### src/verilog/cssc_pkg.sv
package cssc_pkg;
    localparam int NUM_SLOTS = 2;
    localparam int ADDR_W = 26;
    localparam int DATA_W = 16;
    localparam int SYNC_W = 23;

    localparam logic [7:0] OFS_CTRL = 8'h00;
    localparam logic [7:0] OFS_ADDR = 8'h04;
    localparam logic [7:0] OFS_WDATA = 8'h08;
    localparam logic [7:0] OFS_CMD = 8'h0c;
    localparam logic [7:0] OFS_RDATA = 8'h10;
    localparam logic [7:0] OFS_STATUS = 8'h14;

    localparam int CTRL_IO_MODE = 0;
    localparam int CTRL_AUDIO_EN = 1;
    localparam int CTRL_CARD_RESET = 2;
    localparam int CTRL_STRIDE = 4;
    localparam logic [31:0] CTRL_RESET = 32'h0000_0000;

    localparam int CMD_SLOT = 0;
    localparam int CMD_SPACE_LO = 1;
    localparam int CMD_WRITE = 3;
    localparam int CMD_BE_LO = 4;

    localparam int STAT_PRESENT = 0;
    localparam int STAT_INS1 = 1;
    localparam int STAT_INS2 = 2;
    localparam int STAT_BATT_LO = 3;
    localparam int STAT_READY = 5;
    localparam int STAT_WP = 6;
    localparam int STAT_WAIT = 7;
    localparam int STAT_STRIDE = 8;
    localparam int STAT_BUSY = 16;

    typedef enum logic [1:0] {SPACE_COMMON, SPACE_ATTR, SPACE_IO} cssc_space_type;
    typedef enum logic [1:0] {BATT_GOOD, BATT_WEAK, BATT_DEAD} cssc_batt_type;

    localparam int CLK_PERIOD_NS = 100;
    localparam int SETUP_NS = 100;
    localparam int STROBE_NS = 300;
    localparam int HOLD_NS = 100;
    localparam logic [2:0] SETUP_CYC = 3'((SETUP_NS + CLK_PERIOD_NS - 1) / CLK_PERIOD_NS);
    localparam logic [2:0] STROBE_CYC = 3'((STROBE_NS + CLK_PERIOD_NS - 1) / CLK_PERIOD_NS);
    localparam logic [2:0] HOLD_CYC = 3'((HOLD_NS + CLK_PERIOD_NS - 1) / CLK_PERIOD_NS);
endpackage

### src/verilog/cssc_cyc_if.sv
`timescale 1ns/1ps
`default_nettype none
interface cssc_cyc_if;
    logic start;
    cssc_pkg::cssc_space_type space;
    logic write;
    logic [1:0] be;
    logic [cssc_pkg::ADDR_W-1:0] addr;
    logic [cssc_pkg::DATA_W-1:0] wdata;
    logic busy;
    logic done;
    logic [cssc_pkg::DATA_W-1:0] rdata;
    modport ctl (output start, space, write, be, addr, wdata, input busy, done, rdata);
    modport eng (input start, space, write, be, addr, wdata, output busy, done, rdata);
endinterface
`default_nettype wire

### src/verilog/cssc_sync.sv
`timescale 1ns/1ps
`default_nettype none
module cssc_sync #(
    parameter int W = 1
) (
    input wire logic sys_clk,
    input wire logic reset_n,
    input wire logic [W-1:0] async_in,
    output logic [W-1:0] sync_out
);
    logic [W-1:0] meta_r;

    always_ff @(posedge sys_clk or negedge reset_n) begin
        if (!reset_n) begin
            meta_r <= '0;
            sync_out <= '0;
        end else begin
            meta_r <= async_in;
            sync_out <= meta_r;
        end
    end
endmodule
`default_nettype wire

### src/verilog/cssc_engine.sv
`timescale 1ns/1ps
`default_nettype none
module cssc_engine (
    input wire logic sys_clk,
    input wire logic reset_n,
    cssc_cyc_if.eng cyc,
    input wire logic wait_s,
    input wire logic [cssc_pkg::DATA_W-1:0] data_s,
    output logic [cssc_pkg::ADDR_W-1:0] addr_r,
    output logic [cssc_pkg::DATA_W-1:0] data_o_r,
    output logic [cssc_pkg::DATA_W-1:0] data_oe_r,
    output logic ce_even_n_r,
    output logic ce_odd_n_r,
    output logic reg_n_r,
    output logic oe_n_r,
    output logic we_n_r,
    output logic io_rd_n_r,
    output logic io_wr_n_r
);
    typedef enum logic [1:0] {ENG_IDLE, ENG_SETUP, ENG_STROBE, ENG_HOLD} cssc_eng_type;
    cssc_eng_type state_r;
    logic [2:0] cnt_r;
    logic is_io_r;
    logic write_r;
    logic strobe_nxt;
    logic strobe_end;
    logic done_r;
    logic [cssc_pkg::DATA_W-1:0] rdata_r;

    assign cyc.busy = (state_r != ENG_IDLE);
    assign cyc.done = done_r;
    assign cyc.rdata = rdata_r;
    // A wait that reaches the synchroniser output after the last strobe count does not hold the strobe, so cards must raise it early.
    assign strobe_end = (state_r == ENG_STROBE) && (cnt_r == 3'h0) && !wait_s;
    assign strobe_nxt = ((state_r == ENG_SETUP) && (cnt_r == 3'h0))
        || ((state_r == ENG_STROBE) && !strobe_end);

    always_ff @(posedge sys_clk or negedge reset_n) begin
        if (!reset_n) begin
            state_r <= ENG_IDLE;
            cnt_r <= 3'h0;
        end else begin
            case (state_r)
                ENG_IDLE: begin
                    if (cyc.start) begin
                        state_r <= ENG_SETUP;
                        cnt_r <= cssc_pkg::SETUP_CYC - 3'h1;
                    end
                end
                ENG_SETUP: begin
                    if (cnt_r == 3'h0) begin
                        state_r <= ENG_STROBE;
                        cnt_r <= cssc_pkg::STROBE_CYC - 3'h1;
                    end else begin
                        cnt_r <= cnt_r - 3'h1;
                    end
                end
                ENG_STROBE: begin
                    if (strobe_end) begin
                        state_r <= ENG_HOLD;
                        cnt_r <= cssc_pkg::HOLD_CYC - 3'h1;
                    end else if (cnt_r != 3'h0) begin
                        cnt_r <= cnt_r - 3'h1;
                    end
                end
                ENG_HOLD: begin
                    if (cnt_r == 3'h0) begin
                        state_r <= ENG_IDLE;
                    end else begin
                        cnt_r <= cnt_r - 3'h1;
                    end
                end
                default: state_r <= ENG_IDLE;
            endcase
        end
    end

    // Address loads only in idle; enables and space select load in idle and release at the end of hold, so they hold under any strobe.
    always_ff @(posedge sys_clk or negedge reset_n) begin
        if (!reset_n) begin
            addr_r <= '0;
            ce_even_n_r <= 1'b1;
            ce_odd_n_r <= 1'b1;
            reg_n_r <= 1'b1;
            is_io_r <= 1'b0;
            write_r <= 1'b0;
            data_o_r <= '0;
            data_oe_r <= '0;
        end else if (state_r == ENG_IDLE && cyc.start) begin
            addr_r <= cyc.addr;
            ce_even_n_r <= !cyc.be[0];
            ce_odd_n_r <= !cyc.be[1];
            reg_n_r <= (cyc.space != cssc_pkg::SPACE_ATTR) && (cyc.space != cssc_pkg::SPACE_IO);
            is_io_r <= (cyc.space == cssc_pkg::SPACE_IO);
            write_r <= cyc.write;
            data_o_r <= cyc.wdata;
            data_oe_r <= {cssc_pkg::DATA_W{cyc.write}};
        end else if (state_r == ENG_HOLD && cnt_r == 3'h0) begin
            ce_even_n_r <= 1'b1;
            ce_odd_n_r <= 1'b1;
            reg_n_r <= 1'b1;
            data_oe_r <= '0;
        end
    end

    always_ff @(posedge sys_clk or negedge reset_n) begin
        if (!reset_n) begin
            oe_n_r <= 1'b1;
            we_n_r <= 1'b1;
            io_rd_n_r <= 1'b1;
            io_wr_n_r <= 1'b1;
        end else begin
            oe_n_r <= !(strobe_nxt && !is_io_r && !write_r);
            we_n_r <= !(strobe_nxt && !is_io_r && write_r);
            io_rd_n_r <= !(strobe_nxt && is_io_r && !write_r);
            io_wr_n_r <= !(strobe_nxt && is_io_r && write_r);
        end
    end

    always_ff @(posedge sys_clk or negedge reset_n) begin
        if (!reset_n) begin
            rdata_r <= '0;
            done_r <= 1'b0;
        end else begin
            done_r <= (state_r == ENG_HOLD) && (cnt_r == 3'h0);
            if (strobe_end && !write_r) begin
                rdata_r <= data_s;
            end
        end
    end
endmodule
`default_nettype wire

### src/verilog/cssc_top.sv
// Chosen here: strobed register access and the register offsets.
`timescale 1ns/1ps
`default_nettype none
// Summary of operation
// - Battery inputs: both high good, two low weak, one low dead.
// - Battery detect two is audio only in I/O mode, else battery status.
// - Binary audio from both slots combines onto one output pin.
// - Each socket gets a 26-bit address, top line most significant.
// - Cards ground both insertion detects; software reads them in status.
// - Data moves over a 16-bit two-way bus, top line most significant.
// - First enable selects even bytes, second enable selects odd bytes.
// - I/O reads drive the I/O read strobe low.
// - I/O writes drive the I/O write strobe low.
// - Memory reads drive the output enable low.
// - Attribute select high for common memory, low for attribute and I/O.
// - Input acknowledge from the card is not used.
// - Memory writes pulse the write strobe.
// - Card wait stretches the cycle; no completion while wait holds.
// - Each slot has a card reset output.
module cssc_top (
    input wire logic sys_clk,
    input wire logic reset_n,
    input wire logic [7:0] reg_addr,
    input wire logic [31:0] reg_wdata,
    input wire logic reg_wr,
    input wire logic reg_rd,
    output logic [31:0] reg_rdata,
    output logic [1:0][cssc_pkg::ADDR_W-1:0] socket_address_bus,
    output logic [1:0][cssc_pkg::DATA_W-1:0] socket_data_bus_o,
    output logic [1:0][cssc_pkg::DATA_W-1:0] socket_data_bus_oe,
    input wire logic [1:0][cssc_pkg::DATA_W-1:0] socket_data_bus_i,
    output logic [1:0] even_byte_enable_n,
    output logic [1:0] odd_byte_enable_n,
    output logic [1:0] output_enable_n,
    output logic [1:0] write_strobe_n,
    output logic [1:0] io_read_strobe_n,
    output logic [1:0] io_write_strobe_n,
    output logic [1:0] attribute_select_n,
    output logic [1:0] card_reset,
    input wire logic [1:0] insertion_detect_one_n,
    input wire logic [1:0] insertion_detect_two_n,
    input wire logic [1:0] battery_detect_one,
    input wire logic [1:0] battery_detect_two,
    input wire logic [1:0] memory_ready_busy,
    input wire logic [1:0] card_wait_n,
    input wire logic [1:0] write_protect,
    input wire logic [1:0] input_acknowledge_n,
    output logic combined_audio_out
);
    logic [31:0] ctrl_r;
    logic [cssc_pkg::ADDR_W-1:0] addr_r;
    logic [cssc_pkg::DATA_W-1:0] wdata_r;
    logic [31:0] cmd_r;
    logic launch_r;
    logic [cssc_pkg::DATA_W-1:0] rdata_r;
    logic [1:0] busy;
    logic [1:0] done;
    logic [1:0][cssc_pkg::DATA_W-1:0] eng_rdata;
    logic [1:0][7:0] slot_stat;
    logic [1:0] audio_term;

    logic [1:0] ins1_s;
    logic [1:0] ins2_s;
    logic [1:0] bat1_s;
    logic [1:0] bat2_s;
    logic [1:0] rdy_s;
    logic [1:0] wait_s;
    logic [1:0] wp_s;
    logic [1:0][cssc_pkg::DATA_W-1:0] data_s;

    // Battery state from the two detect inputs; detect one low wins over everything.
    function automatic cssc_pkg::cssc_batt_type batt_decode(input logic bat1, input logic bat2);
        if (!bat1) begin
            batt_decode = cssc_pkg::BATT_DEAD;
        end else if (!bat2) begin
            batt_decode = cssc_pkg::BATT_WEAK;
        end else begin
            batt_decode = cssc_pkg::BATT_GOOD;
        end
    endfunction

    function automatic logic slot_bit(input logic [31:0] word, input int s, input int pos);
        slot_bit = word[s * cssc_pkg::CTRL_STRIDE + pos];
    endfunction

    always_ff @(posedge sys_clk or negedge reset_n) begin
        if (!reset_n) begin
            ctrl_r <= cssc_pkg::CTRL_RESET;
        end else if (reg_wr && reg_addr == cssc_pkg::OFS_CTRL) begin
            ctrl_r <= reg_wdata;
        end
    end

    always_ff @(posedge sys_clk or negedge reset_n) begin
        if (!reset_n) begin
            addr_r <= '0;
            wdata_r <= '0;
        end else if (reg_wr && reg_addr == cssc_pkg::OFS_ADDR) begin
            addr_r <= reg_wdata[cssc_pkg::ADDR_W-1:0];
        end else if (reg_wr && reg_addr == cssc_pkg::OFS_WDATA) begin
            wdata_r <= reg_wdata[cssc_pkg::DATA_W-1:0];
        end
    end

    // A command written while the chosen slot is still busy is dropped, not queued.
    always_ff @(posedge sys_clk or negedge reset_n) begin
        if (!reset_n) begin
            cmd_r <= 32'h0000_0000;
            launch_r <= 1'b0;
        end else begin
            launch_r <= 1'b0;
            if (reg_wr && reg_addr == cssc_pkg::OFS_CMD && !launch_r
                && !busy[reg_wdata[cssc_pkg::CMD_SLOT]]) begin
                cmd_r <= reg_wdata;
                launch_r <= 1'b1;
            end
        end
    end

    always_ff @(posedge sys_clk or negedge reset_n) begin
        if (!reset_n) begin
            rdata_r <= '0;
        end else if (done[0]) begin
            rdata_r <= eng_rdata[0];
        end else if (done[1]) begin
            rdata_r <= eng_rdata[1];
        end
    end

    always_ff @(posedge sys_clk or negedge reset_n) begin
        if (!reset_n) begin
            reg_rdata <= 32'h0000_0000;
        end else if (reg_rd) begin
            case (reg_addr)
                cssc_pkg::OFS_CTRL: reg_rdata <= ctrl_r;
                cssc_pkg::OFS_ADDR: reg_rdata <= {6'h00, addr_r};
                cssc_pkg::OFS_WDATA: reg_rdata <= {16'h0000, wdata_r};
                cssc_pkg::OFS_CMD: reg_rdata <= cmd_r;
                cssc_pkg::OFS_RDATA: reg_rdata <= {16'h0000, rdata_r};
                cssc_pkg::OFS_STATUS: reg_rdata <= {14'h0000, busy, slot_stat[1], slot_stat[0]};
                default: reg_rdata <= 32'h0000_0000;
            endcase
        end else begin
            reg_rdata <= 32'h0000_0000;
        end
    end

    for (genvar s = 0; s < cssc_pkg::NUM_SLOTS; s++) begin : g_slot
        cssc_cyc_if cyc ();
        logic [cssc_pkg::SYNC_W-1:0] sync_vec;
        cssc_pkg::cssc_batt_type batt;

        // Input acknowledge is deliberately left out of the synchroniser and never read.
        // The stages clear to zero, so a socket reads as occupied for two cycles after reset.
        cssc_sync #(.W(cssc_pkg::SYNC_W)) u_sync (
            .sys_clk(sys_clk),
            .reset_n(reset_n),
            .async_in({socket_data_bus_i[s], insertion_detect_one_n[s],
                insertion_detect_two_n[s], battery_detect_one[s], battery_detect_two[s],
                memory_ready_busy[s], !card_wait_n[s], write_protect[s]}),
            .sync_out(sync_vec)
        );
        assign data_s[s] = sync_vec[22:7];
        assign ins1_s[s] = sync_vec[6];
        assign ins2_s[s] = sync_vec[5];
        assign bat1_s[s] = sync_vec[4];
        assign bat2_s[s] = sync_vec[3];
        assign rdy_s[s] = sync_vec[2];
        assign wait_s[s] = sync_vec[1];
        assign wp_s[s] = sync_vec[0];

        assign cyc.start = launch_r && (cmd_r[cssc_pkg::CMD_SLOT] == 1'(s));
        assign cyc.space = cssc_pkg::cssc_space_type'(cmd_r[cssc_pkg::CMD_SPACE_LO +: 2]);
        assign cyc.write = cmd_r[cssc_pkg::CMD_WRITE];
        assign cyc.be = cmd_r[cssc_pkg::CMD_BE_LO +: 2];
        assign cyc.addr = addr_r;
        assign cyc.wdata = wdata_r;
        assign busy[s] = cyc.busy;
        assign done[s] = cyc.done;
        assign eng_rdata[s] = cyc.rdata;

        cssc_engine u_engine (
            .sys_clk(sys_clk),
            .reset_n(reset_n),
            .cyc(cyc.eng),
            .wait_s(wait_s[s]),
            .data_s(data_s[s]),
            .addr_r(socket_address_bus[s]),
            .data_o_r(socket_data_bus_o[s]),
            .data_oe_r(socket_data_bus_oe[s]),
            .ce_even_n_r(even_byte_enable_n[s]),
            .ce_odd_n_r(odd_byte_enable_n[s]),
            .reg_n_r(attribute_select_n[s]),
            .oe_n_r(output_enable_n[s]),
            .we_n_r(write_strobe_n[s]),
            .io_rd_n_r(io_read_strobe_n[s]),
            .io_wr_n_r(io_write_strobe_n[s])
        );

        // In I/O mode the battery pins carry alert and audio, so the battery field reads good.
        assign batt = slot_bit(ctrl_r, s, cssc_pkg::CTRL_IO_MODE) ? cssc_pkg::BATT_GOOD
            : batt_decode(bat1_s[s], bat2_s[s]);

        assign slot_stat[s] = {wait_s[s], wp_s[s], rdy_s[s], batt,
            ins2_s[s], ins1_s[s], !ins1_s[s] && !ins2_s[s]};

        assign audio_term[s] = slot_bit(ctrl_r, s, cssc_pkg::CTRL_IO_MODE)
            && slot_bit(ctrl_r, s, cssc_pkg::CTRL_AUDIO_EN) && bat2_s[s];
    end

    // One process drives both reset bits, so no bit of the output has two writers.
    always_ff @(posedge sys_clk or negedge reset_n) begin
        if (!reset_n) begin
            card_reset <= 2'h0;
        end else begin
            card_reset[0] <= slot_bit(ctrl_r, 0, cssc_pkg::CTRL_CARD_RESET);
            card_reset[1] <= slot_bit(ctrl_r, 1, cssc_pkg::CTRL_CARD_RESET);
        end
    end

    always_ff @(posedge sys_clk or negedge reset_n) begin
        if (!reset_n) begin
            combined_audio_out <= 1'b0;
        end else begin
            combined_audio_out <= audio_term[0] ^ audio_term[1];
        end
    end

    // Audio reference built from control bits and pins, not from the mixing terms.
    logic audio_ref;
    assign audio_ref = (ctrl_r[cssc_pkg::CTRL_IO_MODE] && ctrl_r[cssc_pkg::CTRL_AUDIO_EN]
        && bat2_s[0]) ^ (ctrl_r[cssc_pkg::CTRL_STRIDE + cssc_pkg::CTRL_IO_MODE]
        && ctrl_r[cssc_pkg::CTRL_STRIDE + cssc_pkg::CTRL_AUDIO_EN] && bat2_s[1]);
endmodule
`default_nettype wire

### config.mk
export PLATFORM = sky130hd
export DESIGN_NAME = cssc_top
export DESIGN_NICKNAME = d
export VERILOG_FILES = /design/src/verilog/cssc_pkg.sv /design/src/verilog/cssc_cyc_if.sv /design/src/verilog/cssc_sync.sv /design/src/verilog/cssc_engine.sv /design/src/verilog/cssc_top.sv
export SDC_FILE = /design/constraint.sdc
export NUM_CORES = 1
export LEC_CHECK = 0
export CORE_MARGIN = 3
export CORE_UTILIZATION = 50
export DETAILED_ROUTE_END_ITERATION = 8
export DONT_BUFFER_PORTS = 1
export SLEW_MARGIN = 20
export SYNTH_ARGS = -nofsm -noshare
export SYNTH_HDL_FRONTEND = slang
export SYNTH_HIERARCHICAL = 1
export SYNTH_SLANG_ARGS = --single-unit
### constraint.sdc
create_clock -name sys_clk -period 2.2 [get_ports sys_clk]
set_clock_uncertainty 0.1 [all_clocks]
set_input_delay 0.44 -clock sys_clk [delete_from_list [all_inputs] [get_ports sys_clk]]
set_output_delay 0.44 -clock sys_clk [all_outputs]
set_load 0.01 [all_outputs]
==> flow_summary.toml <==
[outcome]
status = "finished with violations"
failed_checks = "hold timing"

[clocking]
cts_hold_buf = 80
clk_pin_slew_ns = 0.06
cts_tree = "yes"
cts-buffers-inserted = 43
postCtsSetupBuffers = 0
clock_path_buffers = 3
numClockSinks = 398
htree_levels = 2
cts_root_buf = "clkbuf_16"
insertion_delay_ns = 0.52

[critical_path]
cp-start-kind = "register"
end_kind = "register"
crit_type = "register to register"
arrival_ns = 2.34
worst-endpoint-required_ns = 2.50
crit_fanout = 18

[grt]
antenna_found_initial = 0
gr-usage-all-layers = 0.203
grt_max_degree = 399
first_global_vias = 8751
grt.overflow.total = 0
grt_pass1_wl_um = 52700

[sta]
worst_slew_pin_slew_ns = 1.00
rsz0062_at_grt = "no"
max_freq_mhz = 490
maxSlewHeadroom = 0.331
setup_viol = 0
finalHoldViolations = 398
min_period_ns = 2.04
fin_tns_setup_ns = 0
hold_slack_ns = -0.465
drv_slew = 0
final.period_utilization = 0.927

[cells_and_area]
drive_gt1_frac = 0.324
layout_commonest_cell = "dfrtp_1"
diodes = 0
fin_area_um2 = 18000
num-fill-cells = 2346
layout.nets = 1212
flow.area_growth_from_synthesis_pct = 16.1
final_cell_mix = "dfrtp_1 (382), mux2_2 (192), dlygate4sd3_1 (80)"

[drt]
drt_pass1_iterations = 4
drt_wl_total_um = 33500
drt-initial-drc-count = 456
wl_per_cell_um = 22.0
drc_errors = 0
vias_per_cell = 5.46
ant_nets = 0
vias = 8304

[floorplanning]
core-area_um2 = 30100
pin_count = 257
fp-row-count = 63
initial_utilization = 0.516
die_y_um = 182
die-area_um2 = 33200
die_x_um = 182

[yosys]
async_flop_share = 1.00
synth_area_um2 = 15500
yosys_warnings = 6
synth-seq-cells = 398
synth_fp_nets = 1136
avgSynthCellArea_um2 = 15.1
yosysUniqueCellTypes = 53
ys.flop_type = "dfrtp_1"
synthCells = 1026
netlist_top_cells_area = "dfrtp_1 (62%), mux2_2 (14%), mux2_4 (2.8%)"
synth_top_area_frac = 0.619
yosysTopAreaCell = "dfrtp_1"
synth_edf_count = 0
seq_area_frac_synth = 0.643

[worst_hold_path]
min_path_type = "input port to async pin"

[power]
total_power_w = 0.0179
peakVddDrop_v = 0.000913
powerDensity_nw_per_um2 = 996
leakage_nw = 8.56

[place]
portBuffers = 0
gp_congestion = 0.801
post_dp_cell_area_um2 = 15800
hpwl_um = 22100

[flow_run]
max_cap_violations = 0
## layout make-up
class / count / area (µm²) / area share
flip-flops and latches: 398 / 9980 / 0.554
well taps: 390 / 488 / 0.0271
inverters: 21 / 78.8 / 0.00437
repair buffers: 107 / 1080 / 0.0599
clock inverters: 13 / 148 / 0.00819
clock buffers: 61 / 1200 / 0.0668
multi-input cells: 531 / 5040 / 0.280
## critical path: stages (launching register included)
cell	delay [ns]
dfrtp_1	0.41
inv_1	0.12
ha_2	0.25
inv_1	0.09
mux2i_2	0.21
nand4b_4	0.12
buf_4	0.27
mux2_4	0.34
## synthesized netlist by cell type, types with 3 or more instances
master,number
dfrtp_1,384
mux2_2,192
nand2_1,39
o21ai_0,34
nor2_1,33
buf_4,32
mux2i_1,32
mux2_4,29
inv_1,21
mux2_1,20
ha_1,18
a22oi_1,17
clkbuf_1,17
dfstp_2,14
buf_1,13
nand3_1,12
a21oi_1,11
mux4_2,10
o31ai_1,8
buf_2,7
buf_6,7
nand3b_1,6
a31oi_1,5
a211oi_1,4
a21boi_0,4
a221oi_1,4
o41ai_1,4
a22o_1,3
nor2b_1,3
or3b_2,3
or4_1,3
## cell families after synthesis
| family | Yosys count | share of synthesized area |
|---|---|---|
| mux | 283 | 0.217 |
| fa+ha+maj | 18 | 0.0145 |
| flops | 398 | 0.643 |
| buf+inv | 97 | 0.0351 |
| simple gates | 127 | 0.0469 |
| compound gates | 102 | 0.0434 |
| xor+xnor | 1 | 0.000564 |
## layer usage
layer	global-route usage	vias to the layer above	wire length [µm]
met5	0	-	0
met4	0.0463	0	575
met1	0.292	4304	15200
met2	0.311	208	15500
li1	-	3751	-
met3	0.0554	41	2160
## stage by stage
stage | instances | utilization | setup slack (ns)
2_1_floorplan | 1026 | - | 0.0393
3_3_place_gp | 1367 | 0.526 | 0.0507
3_5_place_dp | 1367 | 0.526 | 0.0491
4_1_cts | 1521 | 0.598 | 0.0368
5_1_grt | 1521 | 0.598 | 0.0355
6_report | 1521 | 0.598 | 0.160
## final timing paths
check | startpoint | to | slack (ns) | cells after the start
setup / recovery | g_slot[1].u_engine/state_r[0] | cmd_r[7] | 0.16 | 7
hold / removal | reset_n | g_slot[1].u_engine/is_io_r | -0.46 | 0
setup reg to reg | g_slot[1].u_engine/state_r[0] | cmd_r[7] | 0.16 | 7
hold reg to reg | g_slot[0].u_sync/meta_r[15] | g_slot[0].u_sync/sync_out[15] | 0.24 | 0
max in group asynchronous | reset_n | g_slot[0].u_sync/meta_r[11] | 1.65 | 0
min in group sys_clk | reg_addr[2] | reg_rdata[23] | 0.04 | 2
## registers in the layout, summed over array words and instances, names as in the netlist, 4 cells and up
signal,cells
g_slot.u_engine/data_o_r,32
g_slot.u_engine/addr_r,52
g_slot.u_sync/meta_r,46
g_slot.cyc.wdata,16
rdata_r,16
g_slot.u_engine/cnt_r,6
g_slot.u_engine/state_r,4
reg_rdata,32
cmd_r,32
g_slot.u_sync/sync_out,46
ctrl_r,32
g_slot.u_engine/cyc.rdata,32
addr_r,26
## timing repair
| action | CTS | global route |
|---|---|---|
| setup endpoints to repair | 0 | 66 |
| gates resized for setup | 0 | 7 |
| endpoints found under the hold margin | 555 | 398 |
## where the power goes
| group | internal, W | switching [W] | leakage, nW |
|---|---|---|---|
| sequential | 0.00811 | 0.000494 | 5.18 |
| clock | 0.00415 | 0.00272 | 0.670 |
| combinational | 0.00132 | 0.00116 | 2.71 |
| total | 0.0136 | 0.00437 | 8.56 |
Power figures use the tool's default switching activity.
